$ cat config.mk
export PLATFORM = sky130hd
export DESIGN_NAME = dcp_channel
export DESIGN_NICKNAME = d
export VERILOG_FILES = /design/src/common/dcp_pkg.sv /design/src/dcp_channel.sv /design/src/dcp_ptr_step.sv /design/src/dcp_size_decode.sv
export SDC_FILE = /design/constraint.sdc
export NUM_CORES = 1
export LEC_CHECK = 0
export BUFFER_PORTS_ARGS = -buffer_cell sky130_fd_sc_hd__buf_4
export CAP_MARGIN = 20
export CORE_MARGIN = 2
export CORE_UTILIZATION = 64
export DETAILED_ROUTE_END_ITERATION = 6
export HOLD_SLACK_MARGIN = 0.02
export PLACE_DENSITY = 0.95
export RECOVER_POWER = 50
export SYNTH_ARGS = -nofsm -noshare
export SYNTH_HDL_FRONTEND = slang
export SYNTH_SLANG_ARGS = --single-unit
$ cat constraint.sdc
create_clock -name aclk -period 10.5 [get_ports aclk]
set_input_delay 1.05 -clock aclk [delete_from_list [all_inputs] [get_ports aclk]]
set_output_delay 1.05 -clock aclk [all_outputs]
set_load 0.02 [all_outputs]
$ cat src/common/dcp_pkg.sv
package dcp_pkg;

   // Register byte offsets on the AXI4-Lite slave.
   localparam logic [5:0] OFF_DST_ADDR = 6'h00;
   localparam logic [5:0] OFF_SRC_SIZE = 6'h04;
   localparam logic [5:0] OFF_DST_SIZE = 6'h08;
   localparam logic [5:0] OFF_SRC_PTR = 6'h0c;
   localparam logic [5:0] OFF_DST_PTR = 6'h10;
   localparam logic [5:0] OFF_CELL_SIZE = 6'h14;
   localparam logic [5:0] OFF_CELL_PTR = 6'h18;
   localparam logic [5:0] OFF_MATCH = 6'h1c;
   localparam logic [5:0] OFF_CTRL = 6'h20;
   localparam logic [5:0] OFF_STATUS = 6'h24;
   localparam logic [5:0] OFF_MASK = 6'h28;

   // Control register fields.
   localparam int CTRL_EN_BIT = 0;
   localparam int CTRL_PAT_BIT = 1;
   localparam int CTRL_START_BIT = 2;
   localparam int CTRL_STEP_LSB = 4;

   // Status flag positions.
   localparam int FLG_SRC_DONE = 7;
   localparam int FLG_SRC_HALF = 6;
   localparam int FLG_DST_DONE = 5;
   localparam int FLG_DST_HALF = 4;
   localparam int FLG_BLOCK = 3;
   localparam int FLG_CELL = 2;
   localparam int NUM_FLAGS = 8;

   localparam logic [15:0] PTR_RESET = 16'h0000;
   localparam logic [31:0] REG_RESET = 32'h0000_0000;
   localparam logic [2:0] STEP_RESET = 3'h1;

   typedef enum logic [1:0] {
      RESP_OKAY = 2'b00,
      RESP_SLVERR = 2'b10
   } dcp_resp_t;

   // Software-visible configuration handed to the pointer engine.
   typedef struct packed {
      logic enable;
      logic pat_mode;
      logic [2:0] step;
      logic [7:0] match_byte;
      logic [15:0] src_byte_count;
      logic [15:0] dst_byte_count;
      logic [15:0] bytes_per_event;
   } dcp_cfg_t;

   // Progress state returned by the pointer engine.
   typedef struct packed {
      logic [15:0] src_progress;
      logic [15:0] dst_progress;
      logic [15:0] cell_progress;
      logic busy;
   } dcp_prog_t;

endpackage

$ cat src/dcp_channel.sv
`timescale 1ns/1ps
// Functional notes
// - Source size code counts bytes; zero means 65,536.
// - Destination size code counts bytes; zero means 65,536.
// - Source pointer is read-only, resets to zero, ignores writes.
// - Destination pointer is read-only and resets to zero.
// - Pattern match in pattern mode clears source and cell pointers.
// - Each start event with enable set moves cell-size bytes; zero means 65,536.
// - Cell pointer is read-only, counts cell bytes, resets to zero.
// - Upper sixteen bits of size and pointer registers read zero, ignore writes.
// - Block done when larger size has moved or a pattern matches.
// - Source done at source size; half flags at half of source and destination sizes.
// - Cell done flag each time one cell has been moved.
module dcp_channel (
   // Clock and reset
   input wire logic aclk,
   input wire logic aresetn,
   // AXI4-Lite write address
   input wire logic awvalid,
   output logic awready,
   input wire logic [31:0] awaddr,
   // AXI4-Lite write data
   input wire logic wvalid,
   output logic wready,
   input wire logic [31:0] wdata,
   input wire logic [3:0] wstrb,
   // AXI4-Lite write response
   output logic bvalid,
   input wire logic bready,
   output logic [1:0] bresp,
   // AXI4-Lite read address
   input wire logic arvalid,
   output logic arready,
   input wire logic [31:0] araddr,
   // AXI4-Lite read data
   output logic rvalid,
   input wire logic rready,
   output logic [31:0] rdata,
   output logic [1:0] rresp,
   // Data path: one beat moved and its byte for pattern compare
   input wire logic beat_done,
   input wire logic [7:0] beat_byte,
   // Channel outputs
   output logic [31:0] dst_addr,
   output logic xfer_active,
   output logic irq
);

   typedef struct packed {
      logic aw_got;
      logic w_got;
      logic [5:0] aw_addr;
      logic [31:0] w_data;
      logic [3:0] w_strb;
      logic bvalid;
      logic [1:0] bresp;
      logic rvalid;
      logic [31:0] rdata;
      logic [1:0] rresp;
      logic [31:0] dest_start_addr;
      logic [31:0] ctrl;
      logic [7:0] status;
      logic [7:0] mask;
      dcp_pkg::dcp_cfg_t cfg;
      dcp_pkg::dcp_prog_t prog;
      logic irq;
   } dcp_state_t;

   dcp_state_t st_ff;
   dcp_state_t nxt_st;

   logic [16:0] src_cnt;
   logic [16:0] dst_cnt;
   logic [16:0] cell_cnt;
   logic [15:0] nxt_src;
   logic [15:0] nxt_dst;
   logic [15:0] nxt_cell;
   logic src_done;
   logic src_half;
   logic dst_done;
   logic dst_half;
   logic cell_done;
   logic cell_half_unused;

   dcp_size_decode u_src_dec (.code(st_ff.cfg.src_byte_count), .count(src_cnt));
   dcp_size_decode u_dst_dec (.code(st_ff.cfg.dst_byte_count), .count(dst_cnt));
   dcp_size_decode u_cell_dec (.code(st_ff.cfg.bytes_per_event), .count(cell_cnt));

   dcp_ptr_step u_src_step (
      .ptr(st_ff.prog.src_progress),
      .size(src_cnt),
      .step(st_ff.cfg.step),
      .nxt_ptr(nxt_src),
      .done(src_done),
      .half(src_half)
   );
   dcp_ptr_step u_dst_step (
      .ptr(st_ff.prog.dst_progress),
      .size(dst_cnt),
      .step(st_ff.cfg.step),
      .nxt_ptr(nxt_dst),
      .done(dst_done),
      .half(dst_half)
   );
   dcp_ptr_step u_cell_step (
      .ptr(st_ff.prog.cell_progress),
      .size(cell_cnt),
      .step(st_ff.cfg.step),
      .nxt_ptr(nxt_cell),
      .done(cell_done),
      .half(cell_half_unused)
   );

   // Read mux; size and pointer words carry zeros above bit 15.
   function automatic logic [31:0] read_word(input dcp_state_t s, input logic [5:0] a);
      logic [31:0] v;
      v = dcp_pkg::REG_RESET;
      unique case (a)
         dcp_pkg::OFF_DST_ADDR: v = s.dest_start_addr;
         dcp_pkg::OFF_SRC_SIZE: v = {16'h0000, s.cfg.src_byte_count};
         dcp_pkg::OFF_DST_SIZE: v = {16'h0000, s.cfg.dst_byte_count};
         dcp_pkg::OFF_SRC_PTR: v = {16'h0000, s.prog.src_progress};
         dcp_pkg::OFF_DST_PTR: v = {16'h0000, s.prog.dst_progress};
         dcp_pkg::OFF_CELL_SIZE: v = {16'h0000, s.cfg.bytes_per_event};
         dcp_pkg::OFF_CELL_PTR: v = {16'h0000, s.prog.cell_progress};
         dcp_pkg::OFF_MATCH: v = {24'h000000, s.cfg.match_byte};
         dcp_pkg::OFF_CTRL: v = {s.ctrl[31:4], 1'b0, s.ctrl[2:0]} | {31'h0, s.prog.busy} << 3;
         dcp_pkg::OFF_STATUS: v = {24'h000000, s.status};
         dcp_pkg::OFF_MASK: v = {24'h000000, s.mask};
         default: v = dcp_pkg::REG_RESET;
      endcase
      return v;
   endfunction

   function automatic logic mapped(input logic [5:0] a);
      return (a[1:0] == 2'b00) && (a <= dcp_pkg::OFF_MASK);
   endfunction

   function automatic logic [31:0] merge(input logic [31:0] old, input logic [31:0] d,
                                         input logic [3:0] be);
      logic [31:0] r;
      r = old;
      for (int i = 0; i < 4; i++) begin
         if (be[i]) begin
            r[i*8 +: 8] = d[i*8 +: 8];
         end
      end
      return r;
   endfunction

   always_comb begin
      logic [31:0] wv;
      logic [7:0] ev;
      logic [7:0] w1c;
      logic start_evt;
      logic match;
      logic wr_go;
      logic blk_end;
      wv = dcp_pkg::REG_RESET;
      ev = 8'h00;
      w1c = 8'h00;
      start_evt = 1'b0;
      match = 1'b0;
      wr_go = 1'b0;
      blk_end = 1'b0;
      nxt_st = st_ff;
      nxt_st.ctrl[dcp_pkg::CTRL_START_BIT] = 1'b0;

      // Address and data are latched independently, in either order.
      if (awvalid && !st_ff.aw_got) begin
         nxt_st.aw_got = 1'b1;
         nxt_st.aw_addr = awaddr[5:0];
      end
      if (wvalid && !st_ff.w_got) begin
         nxt_st.w_got = 1'b1;
         nxt_st.w_data = wdata;
         nxt_st.w_strb = wstrb;
      end
      if (st_ff.bvalid && bready) begin
         nxt_st.bvalid = 1'b0;
      end
      wr_go = st_ff.aw_got && st_ff.w_got && !st_ff.bvalid;
      if (wr_go) begin
         nxt_st.aw_got = 1'b0;
         nxt_st.w_got = 1'b0;
         nxt_st.bvalid = 1'b1;
         nxt_st.bresp = mapped(st_ff.aw_addr) ? dcp_pkg::RESP_OKAY : dcp_pkg::RESP_SLVERR;
         wv = merge(read_word(st_ff, st_ff.aw_addr), st_ff.w_data, st_ff.w_strb);
         unique case (st_ff.aw_addr)
            dcp_pkg::OFF_DST_ADDR: nxt_st.dest_start_addr = wv;
            dcp_pkg::OFF_SRC_SIZE: nxt_st.cfg.src_byte_count = wv[15:0];
            dcp_pkg::OFF_DST_SIZE: nxt_st.cfg.dst_byte_count = wv[15:0];
            dcp_pkg::OFF_CELL_SIZE: nxt_st.cfg.bytes_per_event = wv[15:0];
            dcp_pkg::OFF_MATCH: nxt_st.cfg.match_byte = wv[7:0];
            dcp_pkg::OFF_CTRL: begin
               // Start is a strobe and is never stored, so it always reads zero.
               nxt_st.ctrl = {25'h0, wv[6:4], 2'b00, wv[1:0]};
               nxt_st.cfg.enable = wv[dcp_pkg::CTRL_EN_BIT];
               nxt_st.cfg.pat_mode = wv[dcp_pkg::CTRL_PAT_BIT];
               nxt_st.cfg.step = (wv[6:4] == 3'h0) ? dcp_pkg::STEP_RESET : wv[6:4];
               start_evt = wv[dcp_pkg::CTRL_START_BIT];
            end
            dcp_pkg::OFF_STATUS: w1c = wv[7:0];
            dcp_pkg::OFF_MASK: nxt_st.mask = wv[7:0];
            default: begin
               // Pointer words are read-only; writes land nowhere.
            end
         endcase
      end

      if (st_ff.rvalid && rready) begin
         nxt_st.rvalid = 1'b0;
      end
      if (arvalid && !st_ff.rvalid) begin
         nxt_st.rvalid = 1'b1;
         nxt_st.rdata = read_word(st_ff, araddr[5:0]);
         nxt_st.rresp = mapped(araddr[5:0]) ? dcp_pkg::RESP_OKAY : dcp_pkg::RESP_SLVERR;
      end

      // A start event opens one cell of bytes_per_event bytes.
      // The enable written in the same word counts, so one write can enable and start.
      if (start_evt && nxt_st.cfg.enable) begin
         nxt_st.prog.busy = 1'b1;
      end

      if (st_ff.prog.busy && beat_done) begin
         match = st_ff.cfg.pat_mode && (beat_byte == st_ff.cfg.match_byte);
         nxt_st.prog.src_progress = nxt_src;
         nxt_st.prog.dst_progress = nxt_dst;
         nxt_st.prog.cell_progress = nxt_cell;
         ev[dcp_pkg::FLG_SRC_DONE] = src_done;
         ev[dcp_pkg::FLG_SRC_HALF] = src_half;
         ev[dcp_pkg::FLG_DST_DONE] = dst_done;
         ev[dcp_pkg::FLG_DST_HALF] = dst_half;
         // The larger size finishes last, so block end is the wrap of the side with the larger size alone.
         blk_end = (src_cnt >= dst_cnt) ? src_done : dst_done;
         if (cell_done) begin
            ev[dcp_pkg::FLG_CELL] = 1'b1;
            nxt_st.prog.busy = 1'b0;
         end
         if (blk_end || match) begin
            ev[dcp_pkg::FLG_BLOCK] = 1'b1;
            nxt_st.prog.busy = 1'b0;
            nxt_st.prog.dst_progress = dcp_pkg::PTR_RESET;
            nxt_st.prog.src_progress = dcp_pkg::PTR_RESET;
            nxt_st.prog.cell_progress = dcp_pkg::PTR_RESET;
         end
         if (match) begin
            nxt_st.prog.src_progress = dcp_pkg::PTR_RESET;
            nxt_st.prog.cell_progress = dcp_pkg::PTR_RESET;
         end
      end

      // Flags set by hardware win over a simultaneous write-one clear.
      nxt_st.status = (st_ff.status & ~w1c) | ev;
      nxt_st.irq = |(nxt_st.status & nxt_st.mask);
   end

   always_ff @(posedge aclk) begin
      if (!aresetn) begin
         st_ff <= '0;
         st_ff.cfg.step <= dcp_pkg::STEP_RESET;
         st_ff.prog.src_progress <= dcp_pkg::PTR_RESET;
         st_ff.prog.dst_progress <= dcp_pkg::PTR_RESET;
         st_ff.prog.cell_progress <= dcp_pkg::PTR_RESET;
      end else begin
         st_ff <= nxt_st;
      end
   end

   assign awready = !st_ff.aw_got;
   assign wready = !st_ff.w_got;
   assign bvalid = st_ff.bvalid;
   assign bresp = st_ff.bresp;
   assign arready = !st_ff.rvalid;
   assign rvalid = st_ff.rvalid;
   assign rdata = st_ff.rdata;
   assign rresp = st_ff.rresp;
   assign dst_addr = st_ff.dest_start_addr;
   assign xfer_active = st_ff.prog.busy;
   assign irq = st_ff.irq;

endmodule // dcp_channel

$ cat src/dcp_ptr_step.sv
`timescale 1ns/1ps
// Advances a pointer by step and reports wrap at size and crossing of half size.
module dcp_ptr_step (
   // Inputs
   input wire logic [15:0] ptr,
   input wire logic [16:0] size,
   input wire logic [2:0] step,
   // Results
   output logic [15:0] nxt_ptr,
   output logic done,
   output logic half
);
   logic [16:0] sum;
   logic [16:0] mid;
   always_comb begin
      sum = {1'b0, ptr} + {14'h0000, step};
      mid = {1'b0, size[16:1]};
      done = (sum >= size);
      half = ({1'b0, ptr} < mid) && (sum >= mid);
      // A short final beat still lands the pointer at zero.
      nxt_ptr = done ? 16'h0000 : sum[15:0];
   end
endmodule // dcp_ptr_step

$ cat src/dcp_size_decode.sv
`timescale 1ns/1ps
// Expands a 16-bit size code to a 17-bit byte count; all-zero means 65,536.
module dcp_size_decode (
   // Code
   input wire logic [15:0] code,
   // Count
   output logic [16:0] count
);
   always_comb begin
      count = (code == 16'h0000) ? 17'h10000 : {1'b0, code};
   end
endmodule // dcp_size_decode
==> reports/qor.tcl, run 1 <==
set qor(ios) 191
set qor(yosysSeqAreaShare_pct) 30.2
set qor(min_period_over_period_pct) 63.3
set qor(crit_path_max_incr_delay_ns) 2.33
set qor(diodes) 0
set qor(critPathSlowestCell) {clkinvlp_2}
set qor(maximum_clock_path_buffer_count) 3
set qor(synth_top_cells_by_area) {dfxtp_1, ha_1, a21oi_1}
set qor(antenna_found_initial) 0
set qor(drt-met1-wl_um) 19300
set qor(syn-instance-count) 1984
set qor(synth-seq-cells) 242
set qor(post_synthesis_average_cell_area_um2) 8.09
set qor(die_height_um) 162
set qor(post-route-cell-area_um2) 17200
set qor(floorplan.die.width_um) 162
set qor(finalHoldViolations) 0
set qor(floorplan.core_area_um2) 24500
set qor(grt_first_pass_wirelength_um) 81100
set qor(place.gp.congestion) 1.00
set qor(synth.top_cell.area_share_pct) 30.2
set qor(ys_async_sr_fraction_pct) 0
set qor(comb_power_share_pct) 8.6
set qor(layout-drive-gt1-share_pct) 9.99
set qor(met3_length_um) 7010
set qor(floorplan.die_area_um2) 26400
set qor(failing_checks) {design-rule violations, max-capacitance violations, max-slew violations}
set qor(first_global_vias) 14732
set qor(grt-ovfl-total) 0
set qor(max_slew.worst_pin.slew_ns) 3.96
set qor(tritoncts_clock_tree) {built}
set qor(nNetsFinal) 2224
set qor(multiInputGateArea_um2) 9800
set qor(worstSetupStartpointType) {input pin}
set qor(placement.setup.worst_slack_ns) 4.94
set qor(initial_core_util_pct) 65.6
set qor(finClkSkew_ns) 0.0101
set qor(clock_latency_ns) 0.56
set qor(clock_h_tree_levels) 1
set qor(clock_pin_slew_on_the_worst_setup_and_hold_paths_ns) 0.06
set qor(cts-hold-fix-buffers) 0
set qor(most_frequent_cells_after_synthesis) {nand2_1, dfxtp_1, a21oi_1}
set qor(p_per_area_nw_per_um2) 121
set qor(synth.largest_area_cell) {dfxtp_1}
set qor(post-cts-setup-buffers) 0
set qor(fin_tns_setup_ns) 0
set qor(io_buffers) 136
set qor(cp_common_cell) {clkbuf_1}
set qor(setup_repair_after_global_routing_missed_its_margin) {no}
set qor(placed_area_um2) 16600
set qor(leakage_nw) 6.59
set qor(layout_min_cycle_time_ns) 6.64
set qor(wl_per_cell_um) 22.8
set qor(crit_fanout) 92
set qor(worst-setup-path-type) {in2reg}
set qor(cts_num_sinks) 242
set qor(worstPathArrival_ns) 7.04
set qor(drc) 32
set qor(pin_count_of_the_biggest_net_entering_global_routing) 93
set qor(post-dp-hpwl_um) 37400
set qor(synth_most_common_cell) {nand2_1}
set qor(vdd.ir_drop.worst_uv) 126
set qor(ff_latch_area_um2) 4850
set qor(clock_power_share_pct) 45.9
set qor(drt_first_pass_iters) 7
set qor(sequentialPowerShare_pct) 45.5
set qor(run_status) {complete, but fails checks}
set qor(grtUsageTotal_pct) 38.8
set qor(dr.first_iter.drc_count) 2526
set qor(routed_wirelength_um) 52700
set qor(cts-resized-gates) 0
set qor(dr_total_vias) 15718
set qor(top_reg_cell_synth) {dfxtp_1}
set qor(cp.required_ns) 10.89
set qor(report.final.slew_viol_count) 302
set qor(switching_share_pct) 26.1
set qor(number_of_failing_setup_endpoints_in_the_final_timing_report) 0
set qor(switching_pwr_w) 0.000542
set qor(timing.max_cap.violations) 5
set qor(tritoncts.num_buffers) 27
set qor(max_slew_margin_pct) -164
set qor(synth-edff-count) 0
set qor(row_count) 57
set qor(post_drt_via_cell_ratio) 6.79
set qor(syn-cell-area_um2) 16100
set qor(cp_cell_sequence) {clkbuf_1, clkinvlp_2, clkbuf_1, a21oi_1}
set qor(timing.critical_path.to_type) {flip-flop}
set qor(met2_length_um) 22800
set qor(fillerInstances) 1904
set qor(max_freq_mhz) 151
set qor(timing.final.ws_setup_ns) 3.86
set qor(flow.area_growth_from_synthesis_pct) 6.97
set qor(synth_cell_types) 91
set qor(hold_path.class) {reg2reg}
set qor(synth_warnings) 0
set qor(p_int_w) 0.00154
set qor(antenna_violating_nets_post_route) 0
set qor(cts.root.buffer_cell) {clkbuf_16}
set qor(highest-signal-layer) {met4}
[routing by layer]
layer	vias to the layer above	global-route usage, %
met5	-	0
met2	1170	59.8
met1	7296	50.5
met3	315	9.32
met4	0	20.8
li1	6937	-
[critical path, delay by kind of cell]
family / cells / cell delay, ns
AO/OA/AOI/OAI: 1 / 0.74
buffers and inverters: 3 / 5.15
[path summary, 6_finish.rpt]
path | from | endpoint | slack, ns | cells after the start
max reg2reg | st_ff[107] | st_ff[41] | 4.67 | 15
min reg2reg | st_ff[249] | st_ff[249] | 0.46 | 2
min | st_ff[249] | st_ff[249] | 0.46 | 2
max | aresetn | dst_addr[21] | 3.86 | 4
[through the flow]
| stage | hold slack (ns) | utilization (%) | power [W] | cells |
|---|---|---|---|---|
| finish | 0.460 | 70.2 | 0.00208 | 2315 |
| CTS | 0.457 | 71.4 | 0.00207 | 2314 |
| global route | 0.481 | 70.2 | 0.00213 | 2315 |
| detailed placement | 0.446 | 67.8 | 0.00114 | 2264 |
| floorplan | 0.436 | - | 0.00108 | 1985 |
| global placement | 0.442 | 67.6 | 0.00113 | 2263 |
[power by group through the flow]
stage / combinational [W] / sequential [W] / clock [W]
floorplan: 0.000118 / 0.000959 / 0
global placement: 0.000167 / 0.000965 / 0
detailed placement: 0.000173 / 0.000966 / 0
CTS: 0.000174 / 0.000946 / 0.000954
global route: 0.000188 / 0.000948 / 0.000992
finish: 0.000179 / 0.000947 / 0.000956
[flip-flops by register name, indices dropped and copies added, names as in the netlist]
name / count
dst_addr: 32
bresp: 1
rvalid: 1
st_ff: 172
bvalid: 1
rdata: 32
irq: 1
rresp: 1
xfer_active: 1
[final cells by class]
type / count / area share (%)
timing repair buffer: 155 / 5.23
inverter: 90 / 1.97
clock inverter: 14 / 0.838
sequential: 242 / 28.2
clock buffer: 36 / 4.31
tap: 324 / 2.36
multi-input combinational: 1454 / 57.1
[cell families after synthesis]
kind of cell / after synthesis / synth area share [%]
buffers and inverters: 289 / 8.99
DFF: 242 / 30.2
and+or+nand+nor: 667 / 19.0
muxes: 85 / 7.23
xor gates and xnor gates: 55 / 3.05
adders and majority gates: 139 / 11.0
AOI/OAI and AO/OA: 506 / 20.5
other: 1 / 0.0234
[cell usage in the layout, fill, tap and decap left out, types with 26 or more instances in the layout]
| cell type | instances |
|---|---|
| mux2i_1 | 56 |
| xnor2_1 | 33 |
| inv_1 | 88 |
| nor2_1 | 156 |
| buf_4 | 75 |
| clkbuf_16 | 27 |
| a22oi_1 | 58 |
| clkbuf_1 | 84 |
| dfxtp_1 | 241 |
| nand4_1 | 26 |
| nand3_1 | 48 |
| ha_1 | 135 |
| a21oi_1 | 225 |
| o21ai_0 | 63 |
| nand2_1 | 296 |
| a211oi_1 | 28 |
Power figures use the tool's default switching activity.
==> run 2, diff against run 1 <==
CORE_UTILIZATION = 54   (was 64)
PLACE_DENSITY = 0.87   (was 0.95)
clock period = 5.8 ns   (was 10.5 ns; I/O delays follow)
==> run 2 against run 1 <==
Net effect: the flow finishes with violations (max-capacitance violations, max-slew violations); critical path depth up 11; core utilization down 12 points; clock skew up 0.016 ns; global-route usage down 5.4 points; power up 82%; register-to-register slack worse by 4.1 ns; cell count up 3.0%; critical endpoint is now st_ff[31].
==> reports/qor.tcl, run 2 (same netlist as run 1, synthesis figures left out) <==
set qor(run_status) {complete, but fails checks}
set qor(failing_checks) {max-capacitance violations, max-slew violations}
set qor(max_slew.worst_pin.slew_ns) 2.60
set qor(tritoncts.num_buffers) 26
set qor(timing.critical_path.to_type) {flip-flop}
set qor(floorplan.die_area_um2) 31100
set qor(setup_repair_after_global_routing_missed_its_margin) {no}
set qor(layout-drive-gt1-share_pct) 10.1
set qor(crit_path_start) {st_ff[107]}
set qor(clock_power_share_pct) 46.3
set qor(first_global_vias) 14461
set qor(cts-resized-gates) 0
set qor(grt-ovfl-total) 0
set qor(min_period_over_period_pct) 91.0
set qor(grt_first_pass_wirelength_um) 81500
set qor(max_freq_mhz) 190
set qor(hold_path.class) {in2reg}
set qor(drc) 0
set qor(die_height_um) 176
set qor(routed_wirelength_um) 53400
set qor(antenna_violating_nets_post_route) 0
set qor(tritoncts_clock_tree) {built}
set qor(cts.root.buffer_cell) {clkbuf_16}
set qor(initial_core_util_pct) 54.5
set qor(clock_pin_slew_on_the_worst_setup_and_hold_paths_ns) 0.06
set qor(final_common_cell) {nand2_1}
set qor(fin_tns_setup_ns) 0
set qor(diodes) 0
set qor(post-dp-hpwl_um) 38400
set qor(clock_h_tree_levels) 1
set qor(wl_per_cell_um) 22.4
set qor(placed_area_um2) 16700
set qor(largest_register) {st_ff}
set qor(cp_cell_sequence) {inv_1, fa_1, nand2b_1, a211oi_2, and3_1, nand2_1, xnor2_1, ha_1, nand4_1, inv_1, a221oi_1, o211ai_2, a211oi_4, a21oi_1, nor3_1}
set qor(dr_total_vias) 15487
set qor(p_int_w) 0.00281
set qor(power_w) 0.00378
set qor(report.final.slew_viol_count) 237
set qor(largest_register_ff_count) 172
set qor(dr.first_iter.drc_count) 2065
set qor(cp_common_cell) {inv_1}
set qor(dpl.cell_count) 2336
set qor(comb_power_share_pct) 8.3
set qor(number_of_failing_setup_endpoints_in_the_final_timing_report) 0
set qor(max_slew_margin_pct) -73.4
set qor(timing.max_cap.violations) 6
set qor(sequentialPowerShare_pct) 45.4
set qor(flow.area_growth_from_synthesis_pct) 7.47
set qor(p_per_area_nw_per_um2) 219
set qor(row_count) 63
set qor(cp.required_ns) 6.24
set qor(crit_path_max_incr_delay_ns) 0.78
set qor(post-route-cell-area_um2) 17300
set qor(drt_first_pass_iters) 6
set qor(antenna_found_initial) 0
set qor(final_core_util_pct) 58.5
set qor(mostFrequentLayoutCells) {nand2_1, dfxtp_1, a21oi_1}
set qor(leakage_nw) 6.60
set qor(cts_num_sinks) 242
set qor(maximum_clock_path_buffer_count) 3
set qor(start_point_of_the_worst_min_delay_path) {rready}
set qor(critPathSlowestCell) {a211oi_4}
set qor(place.gp.congestion) 1.05
set qor(io_buffers) 136
set qor(ios) 191
set qor(post_drt_via_cell_ratio) 6.50
set qor(grtUsageTotal_pct) 33.4
set qor(switching_pwr_w) 0.000971
set qor(pin_count_of_the_biggest_net_entering_global_routing) 112
set qor(switching_share_pct) 25.7
set qor(floorplan.die.width_um) 176
set qor(worstPathArrival_ns) 5.72
set qor(finClkSkew_ns) 0.0264
set qor(finalHoldViolations) 0
set qor(floorplan.core_area_um2) 29500
set qor(worstSetupStartpointType) {flip-flop}
set qor(final_cell_count_no_fill) 2384
set qor(cts-hold-fix-buffers) 0
set qor(worst-setup-path-type) {reg2reg}
set qor(vdd.ir_drop.worst_uv) 224
set qor(crit_fanout) 17
set qor(layout_min_cycle_time_ns) 5.28
set qor(reg2reg_from) {st_ff[107]}
set qor(nNetsFinal) 2228
set qor(clock_latency_ns) 0.56
set qor(post-cts-setup-buffers) 0
## run 2: changes by cell type in the layout (fill, tap and decap cells not counted), sizes merged
cell,change
clkinv,-4
clkbuf,+5
buf,+2
## run 2: per-layer routing
| layer | up-vias | track usage (%) | wire (µm) |
|---|---|---|---|
| met5 | - | 0 | 0 |
| li1 | 6942 | - | - |
| met3 | 244 | 6.74 | 5880 |
| met1 | 7316 | 44.2 | 21100 |
| met4 | 0 | 17.0 | 3220 |
| met2 | 985 | 51.7 | 23200 |
## run 2: through the flow
stage | setup WS, ns | hold slack, ns
after global routing | 0.280 | 0.217
after CTS | 0.682 | 0.206
after detailed placement | 0.732 | 0.448
final | 0.524 | 0.214
after floorplan | 1.71 | 0.436
after global placement | 0.770 | 0.443
## run 2: critical path: cells and delay by family (launching register included)
kind | cells | cell delay (ns)
xor gates and xnor gates | 1 | 0.28
AOI/OAI and AO/OA | 5 | 2.15
adders and majority gates | 2 | 0.91
buffers and inverters | 2 | 0.39
DFF | 1 | 0.56
and+or+nand+nor | 5 | 0.85
## run 2: power by group through the flow
stage                     Combinational (W)  Sequential [W]  Clock, W
after floorplan                    0.000214         0.00174         0
after global placement             0.000303         0.00175         0
after detailed placement           0.000309         0.00175         0
after CTS                          0.000310         0.00172   0.00176
after global routing               0.000330         0.00172   0.00183
final                              0.000313         0.00172   0.00175
## run 2: cell type report
| class | count | area [µm²] |
|---|---|---|
| Inverter | 90 | 343 |
| Multi-Input combinational cell | 1454 | 9780 |
| Sequential cell | 242 | 4850 |
| Timing Repair Buffer | 160 | 898 |
| Clock inverter | 10 | 120 |
| Tap cell | 390 | 488 |
| Fill cell | 2716 | 12200 |
| Clock buffer | 38 | 776 |
## run 2: final timing paths
kind / end / slack (ns) / cells past startpoint
setup / recovery: st_ff[31] / 0.52 / 15
hold / removal: rvalid / 0.21 / 2
setup reg to reg: st_ff[31] / 0.52 / 15
hold reg to reg: st_ff[250] / 0.46 / 2
